==> config.mk <==
export PLATFORM = sky130hd
export DESIGN_NAME = vlc_link_control_registers
export DESIGN_NICKNAME = d
export VERILOG_FILES = /design/src/hw/vlc_pkg.sv /design/src/hw/vlc_link_control_registers.sv
export VERILOG_INCLUDE_DIRS = /design/src /design/src/hw
export SDC_FILE = /design/constraint.sdc
export NUM_CORES = 1
export LEC_CHECK = 0
export ABC_AREA = 0
export BUFFER_PORTS_ARGS = -buffer_cell sky130_fd_sc_hd__buf_2
export CAP_MARGIN = 20
export CORE_MARGIN = 2
export CORE_UTILIZATION = 48
export CTS_BUF_LIST = sky130_fd_sc_hd__clkbuf_8
export DETAILED_ROUTE_END_ITERATION = 7
export HOLD_SLACK_MARGIN = 0.1
export PLACE_DENSITY = 0.88
export SLEW_MARGIN = 20
export SYNTH_ARGS = -nofsm -noshare
export SYNTH_HDL_FRONTEND = slang
export SYNTH_SLANG_ARGS = --single-unit
export TNS_END_PERCENT = 20
==> constraint.sdc <==
create_clock -name mclk -period 3.23 [get_ports mclk]
set_input_delay 0.1615 -clock mclk [delete_from_list [all_inputs] [get_ports mclk]]
set_output_delay 0.1615 -clock mclk [all_outputs]
set_load 0.02 [all_outputs]
==> src/hw/vlc_map.svh <==
// Summary of operation
// - Ignore-message set disables receiver until next start-of-frame, dropping current message.
// - Start-of-frame or break clears ignore-message; interrupts and status resume.
// - While ignoring, mask all interrupts except vector 20h; hold status at reset.
// - Timebase select picks 1.048576 MHz symbol timing when 1, 1 MHz when 0.
// - Rate field divides crystal clock: 00 by 1, 01 by 2, 10 by 4, 11 by 8.
// - Rate field accepts one write after reset, then reads only.
// - Interrupt enable gates controller interrupt requests in run mode.
// - Request held until all sources cleared; reset gives state vector 00h.
// - Enable bit never clears pending vector interrupts; clearing it may lose them.
// - Wait-clock bit: 0 keeps clocks in CPU wait, 1 stops them.
// - Analog loopback resets protocol engine, loops drive stage, bus undriven (code loops transmit to receive internally, transceiver_tx held low).
// - After analog loopback clears, need end-of-frame idle to receive, separator to send.
// - Digital loopback ties transmit to receive, leaves bus, no wakeup from bus edges.
// - After digital loopback clears, need end-of-frame idle to receive, separator to send.
// - Fast receive bit: receive-only 41.6 Kbps when set, 10.4 Kbps both ways when clear.
// - Break clears fast receive bit and loads state vector with 1Ch.
// - Normalization bit is 1 for CRC-ending responses when format 0; inverted when 1.
`ifndef VLC_MAP_SVH
`define VLC_MAP_SVH
`define VLC_ADDR_W 4
`define VLC_DATA_W 32
`define VLC_OFS_CONTROL_ONE 4'h0
`define VLC_OFS_CONTROL_TWO 4'h4
`define VLC_OFS_LINK_STATUS 4'h8
`define VLC_C1_IGNORE 7
`define VLC_C1_TIMEBASE 6
`define VLC_C1_RATE_HI 5
`define VLC_C1_RATE_LO 4
`define VLC_C1_IRQ_EN 1
`define VLC_C1_WAIT_STOP 0
`define VLC_C2_ANALOG_LOOP 7
`define VLC_C2_DIGITAL_LOOP 6
`define VLC_C2_FAST_RX 5
`define VLC_C2_NB_FORMAT 4
`define VLC_ST_RATE_LOCKED 0
`define VLC_ST_RX_HOLD 1
`define VLC_ST_TX_HOLD 2
`define VLC_ST_RX_LEVEL 3
`define VLC_ST_CLOCK_RUN 4
`define VLC_ST_IGNORING 5
`define VLC_RESET_BYTE 8'h00
`define VLC_SV_RESET 8'h00
`define VLC_SV_UNMASKED 8'h20
`define VLC_SV_BREAK 8'h1C
`define VLC_DIV_CNT_W 3
`define VLC_FREQ_BINARY_HZ 1048576
`define VLC_FREQ_INTEGER_HZ 1000000
`define VLC_RATE_NORMAL_BPS 10400
`define VLC_RATE_FAST_BPS 41600
`endif

==> src/hw/vlc_pkg.sv <==
package vlc_pkg;
  typedef logic [7:0] vlc_byte_t;
  typedef logic [1:0] vlc_rate_t;
  typedef enum logic [1:0] {
    VLC_MODE_NORMAL,
    VLC_MODE_LOOP,
    VLC_MODE_RECOVER
  } vlc_mode_e;
endpackage
==> src/hw/vlc_link_control_registers.sv <==
// Implementation choices: the register offsets and the Avalon-MM interface to the registers.
`timescale 1ns/1ps
`include "vlc_map.svh"
module vlc_link_control_registers
  import vlc_pkg::*;
(
  input wire logic mclk,
  input wire logic reset,
  input wire logic [`VLC_ADDR_W-1:0] avs_address,
  input wire logic avs_read,
  input wire logic avs_write,
  input wire logic [`VLC_DATA_W-1:0] avs_writedata,
  output logic [`VLC_DATA_W-1:0] avs_readdata,
  output logic avs_waitrequest,
  input wire logic sof_detected,
  input wire logic break_detected,
  input wire logic eof_idle_seen,
  input wire logic ifs_idle_seen,
  input wire logic cpu_wait_mode,
  input wire logic irq_source_pending,
  input wire logic [7:0] state_vector_code,
  input wire logic ifr_ends_with_crc,
  input wire logic internal_transmit_out,
  input wire logic bus_receive_pin,
  output logic link_clock_tick,
  output logic symbol_timebase_select,
  output logic fast_receive_enable,
  output logic receiver_enable,
  output logic status_hold,
  output logic link_irq,
  output logic state_machine_reset,
  output logic analog_loopback,
  output logic transceiver_drive,
  output logic transceiver_tx,
  output logic internal_receive_in,
  output logic wakeup_edge,
  output logic receive_allowed,
  output logic transmit_allowed,
  output logic normalization_bit,
  output logic state_vector_load,
  output logic [7:0] state_vector_load_value
);

  // Rate code to terminal count of the divider
  function automatic logic [`VLC_DIV_CNT_W-1:0] rate_last(input vlc_rate_t code);
    case (code)
      2'b00: rate_last = 3'h0;
      2'b01: rate_last = 3'h1;
      2'b10: rate_last = 3'h3;
      default: rate_last = 3'h7;
    endcase
  endfunction

  function automatic logic addr_is(input logic [`VLC_ADDR_W-1:0] a,
                                   input logic [`VLC_ADDR_W-1:0] ofs);
    addr_is = (a == ofs);
  endfunction

  // Control state
  logic ignore_reg, ignore_next;
  logic timebase_reg, timebase_next;
  vlc_rate_t rate_reg, rate_next;
  logic rate_locked_reg, rate_locked_next;
  logic irq_en_reg, irq_en_next;
  logic wait_stop_reg, wait_stop_next;
  logic analog_loopback_reg, analog_loopback_next;
  logic digital_loopback_reg, digital_loopback_next;
  logic fast_rx_reg, fast_rx_next;
  logic nb_format_reg, nb_format_next;
  vlc_mode_e mode_reg, mode_next;
  logic rx_hold_reg, rx_hold_next;
  logic tx_hold_reg, tx_hold_next;
  logic [`VLC_DIV_CNT_W-1:0] div_reg, div_next;

  // Bus slave state
  logic ack_reg, ack_next;
  logic [`VLC_DATA_W-1:0] rdata_reg, rdata_next;

  // Receive pin synchroniser and filter
  logic rx_s1_reg, rx_s2_reg, rx_s3_reg;
  logic rx_level_reg, rx_level_next;

  // Registered outputs
  logic tick_reg, tick_next;
  logic irq_reg, irq_next;
  logic smr_reg, smr_next;
  logic drive_reg, drive_next;
  logic txo_reg, txo_next;
  logic rxi_reg, rxi_next;
  logic wake_reg, wake_next;
  logic nb_reg, nb_next;
  logic svl_reg, svl_next;
  logic [7:0] svv_reg, svv_next;

  logic wr_c1, wr_c2, rd_go;
  logic clock_run;
  logic irq_allowed;
  logic [7:0] c1_view, c2_view, st_view;

  always_comb begin
    wr_c1 = avs_write && ack_reg && addr_is(avs_address, `VLC_OFS_CONTROL_ONE);
    wr_c2 = avs_write && ack_reg && addr_is(avs_address, `VLC_OFS_CONTROL_TWO);
    rd_go = avs_read && !ack_reg;
    clock_run = !(cpu_wait_mode && wait_stop_reg);
    // Only vector 20h passes while the message is ignored
    irq_allowed = !ignore_reg || (state_vector_code == `VLC_SV_UNMASKED);
    c1_view = `VLC_RESET_BYTE;
    c1_view[`VLC_C1_IGNORE] = ignore_reg;
    c1_view[`VLC_C1_TIMEBASE] = timebase_reg;
    c1_view[`VLC_C1_RATE_HI] = rate_reg[1];
    c1_view[`VLC_C1_RATE_LO] = rate_reg[0];
    c1_view[`VLC_C1_IRQ_EN] = irq_en_reg;
    c1_view[`VLC_C1_WAIT_STOP] = wait_stop_reg;
    c2_view = `VLC_RESET_BYTE;
    c2_view[`VLC_C2_ANALOG_LOOP] = analog_loopback_reg;
    c2_view[`VLC_C2_DIGITAL_LOOP] = digital_loopback_reg;
    c2_view[`VLC_C2_FAST_RX] = fast_rx_reg;
    c2_view[`VLC_C2_NB_FORMAT] = nb_format_reg;
    st_view = `VLC_RESET_BYTE;
    st_view[`VLC_ST_RATE_LOCKED] = rate_locked_reg;
    st_view[`VLC_ST_RX_HOLD] = rx_hold_reg;
    st_view[`VLC_ST_TX_HOLD] = tx_hold_reg;
    st_view[`VLC_ST_RX_LEVEL] = rx_level_reg;
    st_view[`VLC_ST_CLOCK_RUN] = clock_run;
    st_view[`VLC_ST_IGNORING] = ignore_reg;
  end

  // Register file and bus answer
  always_comb begin
    ack_next = (avs_read || avs_write) && !ack_reg;
    rdata_next = rdata_reg;
    if (rd_go) begin
      if (addr_is(avs_address, `VLC_OFS_CONTROL_ONE)) begin
        rdata_next = {24'h000000, c1_view};
      end else if (addr_is(avs_address, `VLC_OFS_CONTROL_TWO)) begin
        rdata_next = {24'h000000, c2_view};
      end else if (addr_is(avs_address, `VLC_OFS_LINK_STATUS)) begin
        rdata_next = {24'h000000, st_view};
      end else begin
        rdata_next = 32'h00000000;
      end
    end
    ignore_next = ignore_reg && !(sof_detected || break_detected);
    timebase_next = timebase_reg;
    rate_next = rate_reg;
    rate_locked_next = rate_locked_reg;
    irq_en_next = irq_en_reg;
    wait_stop_next = wait_stop_reg;
    analog_loopback_next = analog_loopback_reg;
    digital_loopback_next = digital_loopback_reg;
    fast_rx_next = fast_rx_reg;
    nb_format_next = nb_format_reg;
    if (break_detected) begin
      fast_rx_next = 1'b0;
    end
    if (wr_c1) begin
      // A software write in the same cycle wins over the hardware clear
      ignore_next = avs_writedata[`VLC_C1_IGNORE];
      timebase_next = avs_writedata[`VLC_C1_TIMEBASE];
      irq_en_next = avs_writedata[`VLC_C1_IRQ_EN];
      wait_stop_next = avs_writedata[`VLC_C1_WAIT_STOP];
      if (!rate_locked_reg) begin
        rate_next = {avs_writedata[`VLC_C1_RATE_HI], avs_writedata[`VLC_C1_RATE_LO]};
        rate_locked_next = 1'b1;
      end
    end
    if (wr_c2) begin
      analog_loopback_next = avs_writedata[`VLC_C2_ANALOG_LOOP];
      digital_loopback_next = avs_writedata[`VLC_C2_DIGITAL_LOOP];
      fast_rx_next = avs_writedata[`VLC_C2_FAST_RX];
      nb_format_next = avs_writedata[`VLC_C2_NB_FORMAT];
    end
  end

  // Loopback mode sequencing and idle holds
  always_comb begin
    mode_next = mode_reg;
    rx_hold_next = rx_hold_reg && !eof_idle_seen;
    tx_hold_next = tx_hold_reg && !ifs_idle_seen;
    case (mode_reg)
      VLC_MODE_NORMAL: begin
        if (analog_loopback_reg || digital_loopback_reg) begin
          mode_next = VLC_MODE_LOOP;
        end
      end
      VLC_MODE_LOOP: begin
        if (!analog_loopback_reg && !digital_loopback_reg) begin
          mode_next = VLC_MODE_RECOVER;
          rx_hold_next = 1'b1;
          tx_hold_next = 1'b1;
        end
      end
      VLC_MODE_RECOVER: begin
        if (analog_loopback_reg || digital_loopback_reg) begin
          mode_next = VLC_MODE_LOOP;
        end else if (!rx_hold_next && !tx_hold_next) begin
          mode_next = VLC_MODE_NORMAL;
        end
      end
      default: begin
        mode_next = VLC_MODE_NORMAL;
      end
    endcase
  end

  // Divider and registered outputs
  always_comb begin
    div_next = div_reg;
    tick_next = 1'b0;
    if (clock_run) begin
      if (div_reg >= rate_last(rate_reg)) begin
        div_next = '0;
        tick_next = 1'b1;
      end else begin
        div_next = div_reg + 3'h1;
      end
    end
    rx_level_next = rx_level_reg;
    if (rx_s2_reg == rx_s3_reg) begin
      rx_level_next = rx_s3_reg;
    end
    // Bus edges are invisible in digital loopback
    wake_next = (rx_level_next != rx_level_reg) && !digital_loopback_reg;
    if (digital_loopback_reg || analog_loopback_reg) begin
      rxi_next = internal_transmit_out;
    end else begin
      rxi_next = rx_level_reg;
    end
    drive_next = !(analog_loopback_reg || digital_loopback_reg);
    txo_next = internal_transmit_out && !(analog_loopback_reg || digital_loopback_reg);
    // Vector interrupts are not cleared here; the engine owns them
    irq_next = irq_en_reg && irq_source_pending && irq_allowed;
    smr_next = wr_c2 && avs_writedata[`VLC_C2_ANALOG_LOOP] && !analog_loopback_reg;
    nb_next = ifr_ends_with_crc ^ nb_format_reg;
    svl_next = break_detected;
    svv_next = break_detected ? `VLC_SV_BREAK : `VLC_SV_RESET;
  end

  always_ff @(posedge mclk) begin
    if (reset) begin
      ack_reg <= 1'b0;
      rdata_reg <= 32'h00000000;
      ignore_reg <= 1'b0;
      timebase_reg <= 1'b0;
      rate_reg <= 2'h0;
      rate_locked_reg <= 1'b0;
      irq_en_reg <= 1'b0;
      wait_stop_reg <= 1'b0;
      analog_loopback_reg <= 1'b0;
      digital_loopback_reg <= 1'b0;
      fast_rx_reg <= 1'b0;
      nb_format_reg <= 1'b0;
      mode_reg <= VLC_MODE_NORMAL;
      rx_hold_reg <= 1'b0;
      tx_hold_reg <= 1'b0;
      div_reg <= 3'h0;
      rx_s1_reg <= 1'b0;
      rx_s2_reg <= 1'b0;
      rx_s3_reg <= 1'b0;
      rx_level_reg <= 1'b0;
      tick_reg <= 1'b0;
      irq_reg <= 1'b0;
      smr_reg <= 1'b0;
      drive_reg <= 1'b0;
      txo_reg <= 1'b0;
      rxi_reg <= 1'b0;
      wake_reg <= 1'b0;
      nb_reg <= 1'b0;
      svl_reg <= 1'b0;
      svv_reg <= `VLC_SV_RESET;
    end else begin
      ack_reg <= ack_next;
      rdata_reg <= rdata_next;
      ignore_reg <= ignore_next;
      timebase_reg <= timebase_next;
      rate_reg <= rate_next;
      rate_locked_reg <= rate_locked_next;
      irq_en_reg <= irq_en_next;
      wait_stop_reg <= wait_stop_next;
      analog_loopback_reg <= analog_loopback_next;
      digital_loopback_reg <= digital_loopback_next;
      fast_rx_reg <= fast_rx_next;
      nb_format_reg <= nb_format_next;
      mode_reg <= mode_next;
      rx_hold_reg <= rx_hold_next;
      tx_hold_reg <= tx_hold_next;
      div_reg <= div_next;
      rx_s1_reg <= bus_receive_pin;
      rx_s2_reg <= rx_s1_reg;
      rx_s3_reg <= rx_s2_reg;
      rx_level_reg <= rx_level_next;
      tick_reg <= tick_next;
      irq_reg <= irq_next;
      smr_reg <= smr_next;
      drive_reg <= drive_next;
      txo_reg <= txo_next;
      rxi_reg <= rxi_next;
      wake_reg <= wake_next;
      nb_reg <= nb_next;
      svl_reg <= svl_next;
      svv_reg <= svv_next;
    end
  end

  assign avs_waitrequest = (avs_read || avs_write) && !ack_reg;
  assign avs_readdata = rdata_reg;
  assign link_clock_tick = tick_reg;
  assign symbol_timebase_select = timebase_reg;
  assign fast_receive_enable = fast_rx_reg;
  assign receiver_enable = !ignore_reg;
  assign status_hold = ignore_reg;
  assign link_irq = irq_reg;
  assign state_machine_reset = smr_reg;
  assign analog_loopback = analog_loopback_reg;
  assign transceiver_drive = drive_reg;
  assign transceiver_tx = txo_reg;
  assign internal_receive_in = rxi_reg;
  assign wakeup_edge = wake_reg;
  assign receive_allowed = !rx_hold_reg && !ignore_reg;
  assign transmit_allowed = !tx_hold_reg && !fast_rx_reg;
  assign normalization_bit = nb_reg;
  assign state_vector_load = svl_reg;
  assign state_vector_load_value = svv_reg;
endmodule

==> metrics.txt <==
status=completed; final clock skew=0.00639 ns; die area=4450 um^2; clk root buf=clkbuf_8; final critical-path share of the clock period=0.551; Fillers=324; critical path's largest stage delay=0.35 ns; Netlist cell types=38; P_sw=0.246 mW; Clock Latency Late Sink=0.30 ns; largest net degree at the start of global routing=40; register area share after synthesis=0.424; top post-synthesis cells by area=dfxtp_1, buf_4, mux2i_1; switch share=0.260; Tmin final=1.78 ns; total power=0.948 mW; CP Class=register to register; initial antenna violation count=0; layout cells sized above 1=0.253; MaxCap Viol Count=0; GR Util All Layers=0.194; vias in the first global route=1401; Post-DRT Antenna Nets=0; maximum vdd drop=257 uV; crit-path cells=or2_2 > ha_1 > nand2b_1 > a31oi_1 > nand3_1 > a21oi_1; initial core utilization=0.508; most frequent cells in the layout=buf_2, dfxtp_1, conb_1; Synth Instances=213; Worst-path clk slew=0.07 ns; Max FO, Critical Path=5; vias post-DR=1626; I/O pin cnt=114; Post-synth EDFFs=0; clk sink count=40; Lkg Pwr=1.02 nW; first-pass GRT wire length=6310 um; Post-Layout Cell Count=321; CTS H-tree lvls=2; Least-Margin Pin Slew=0.671 ns; DR iter-0 viols=89; Seq pwr share=0.533; Critical Path Source Type=register; placed cell area=2070 um^2; CTS tree=built; Synth area leader=dfxtp_1; Worst Path Buf+Inv=0; RSZ-0062 raised after global routing=no; area grow syn2layout=17.0%; Largest register FFs=8; P per Cell Area=429 nW/um^2; Slew HR=0.553; post_cts resized=0; Worst path slowest cell=dfxtp_1; Synth top area share=0.424; antenna cells=0; synthesized flop and latch total=40; worst min-delay path category=primary input to register; syn avg cell area=8.87 um^2; Clock power frac=0.353; f_max=562 MHz; drt wl/cell=12.6 um; CTS buffer count=5; CP Capture Type=register; overflow left after global routing=0; Final Net Count=333; cell row count=22; Core ar.=3720 um^2; DP Cell Count=308; Top delay family on crit path=simple AND/OR/NAND/NOR gates; final wirelength=4030 um; Buffers on Ports=58; CP arrival=2.00 ns; post-CTS setup buffers=0; drt drc=0; Fin Setup TNS=0 ns; fin area=2210 um^2; commonest non-fill, non-tap cell in the layout=buf_2; ys flop type=dfxtp_1; CP required=3.45 ns; Placer Congestion=0.798; hold violation count in the final report=0; Die Ht=66.7 um; Post-synth ARST share=0; Initial DRT Pass Iterations=4; clk buf depth=2; Die Wd=66.7 um; Final Setup Violations=0; combinational power share=0.114; DPL Wire Length=2970 um; yosys warns=0; Pint=0.701 mW; drt via density=5.07; max-slew violations=0; Mapped Area=1890 um^2
==> routing by layer <==
| layer | wire [um] | track usage | up-vias | share of wire |
|---|---|---|---|---|
| met5 | 0 | 0 | - | 0 |
| met4 | 110 | 0.128 | 0 | 0.027 |
| met3 | 389 | 0.0338 | 9 | 0.096 |
| met2 | 1840 | 0.318 | 100 | 0.46 |
| met1 | 1690 | 0.232 | 728 | 0.42 |
| li1 | - | - | 789 | - |
==> final cells by class <==
type | instances | area (um^2) | share of cell area
multi-input combinational | 158 | 905 | 0.409
sequential | 40 | 801 | 0.362
timing repair buffer | 63 | 340 | 0.154
clock buffer | 6 | 82.6 | 0.0374
tap | 48 | 60.1 | 0.0272
inverter | 4 | 15.0 | 0.00679
clock inverter | 2 | 7.51 | 0.00340
==> what timing repair did <==
action,CTS,global route
hold buffers,5,0
setup endpoints to repair,0,0
endpoints found under the hold margin,5,0
==> metrics by stage <==
step	hold slack [ns]	setup WS [ns]	util
CTS	0.115	1.43	0.595
floorplan	0.248	1.60	-
global placement	0.376	1.49	0.557
finish	0.119	1.45	0.595
global route	0.132	1.25	0.595
detailed placement	0.385	1.46	0.557
==> worst register-to-register path, cell delays in order, from the launching register on <==
cell      delay, ns
dfxtp_1        0.35
or2_2          0.30
ha_1           0.26
nand2b_1       0.13
a31oi_1        0.35
nand3_1        0.13
a21oi_1        0.18
==> final timing paths <==
path / from / end / slack [ns] / cells past startpoint
min: avs_writedata[4] / nb_format_reg / 0.12 / 3
min reg2reg: rx_s1_reg / rx_s2_reg / 0.45 / 1
max reg2reg: rate_reg[1] / div_reg[1] / 1.45 / 6
max: rate_reg[1] / div_reg[1] / 1.45 / 6
==> cell families after synthesis <==
| kind of cell | synth area share |
|---|---|
| and+or+nand+nor | 0.233 |
| buffers and inverters | 0.153 |
| DFF | 0.424 |
| AOI/OAI and AO/OA | 0.0881 |
| muxes | 0.0689 |
| adders and majority gates | 0.0265 |
| other | 0.00198 |
| xor gates and xnor gates | 0.00464 |
==> synth_stat cells (2+ instances only) <==
cell type,count
nor3_1,11
nand3_1,2
dfxtp_1,40
a31oi_1,3
and2_1,2
a21oi_1,18
buf_4,32
inv_1,4
ha_1,4
nor4b_1,2
nand3b_1,3
nand4_1,3
nor2b_1,7
nand2_1,13
mux2i_1,13
nand2b_1,5
o21ai_0,2
nor2_1,24
clkbuf_1,5
a211oi_1,2
==> power groups by stage <==
stage / sequential (mW) / clock (mW) / combinational, mW
finish: 0.505 / 0.334 / 0.108
global route: 0.506 / 0.361 / 0.117
CTS: 0.505 / 0.340 / 0.107
detailed placement: 0.517 / 0 / 0.102
global placement: 0.516 / 0 / 0.101
floorplan: 0.521 / 0 / 0.0939
Note: power is estimated with default switching activity, not from simulation.
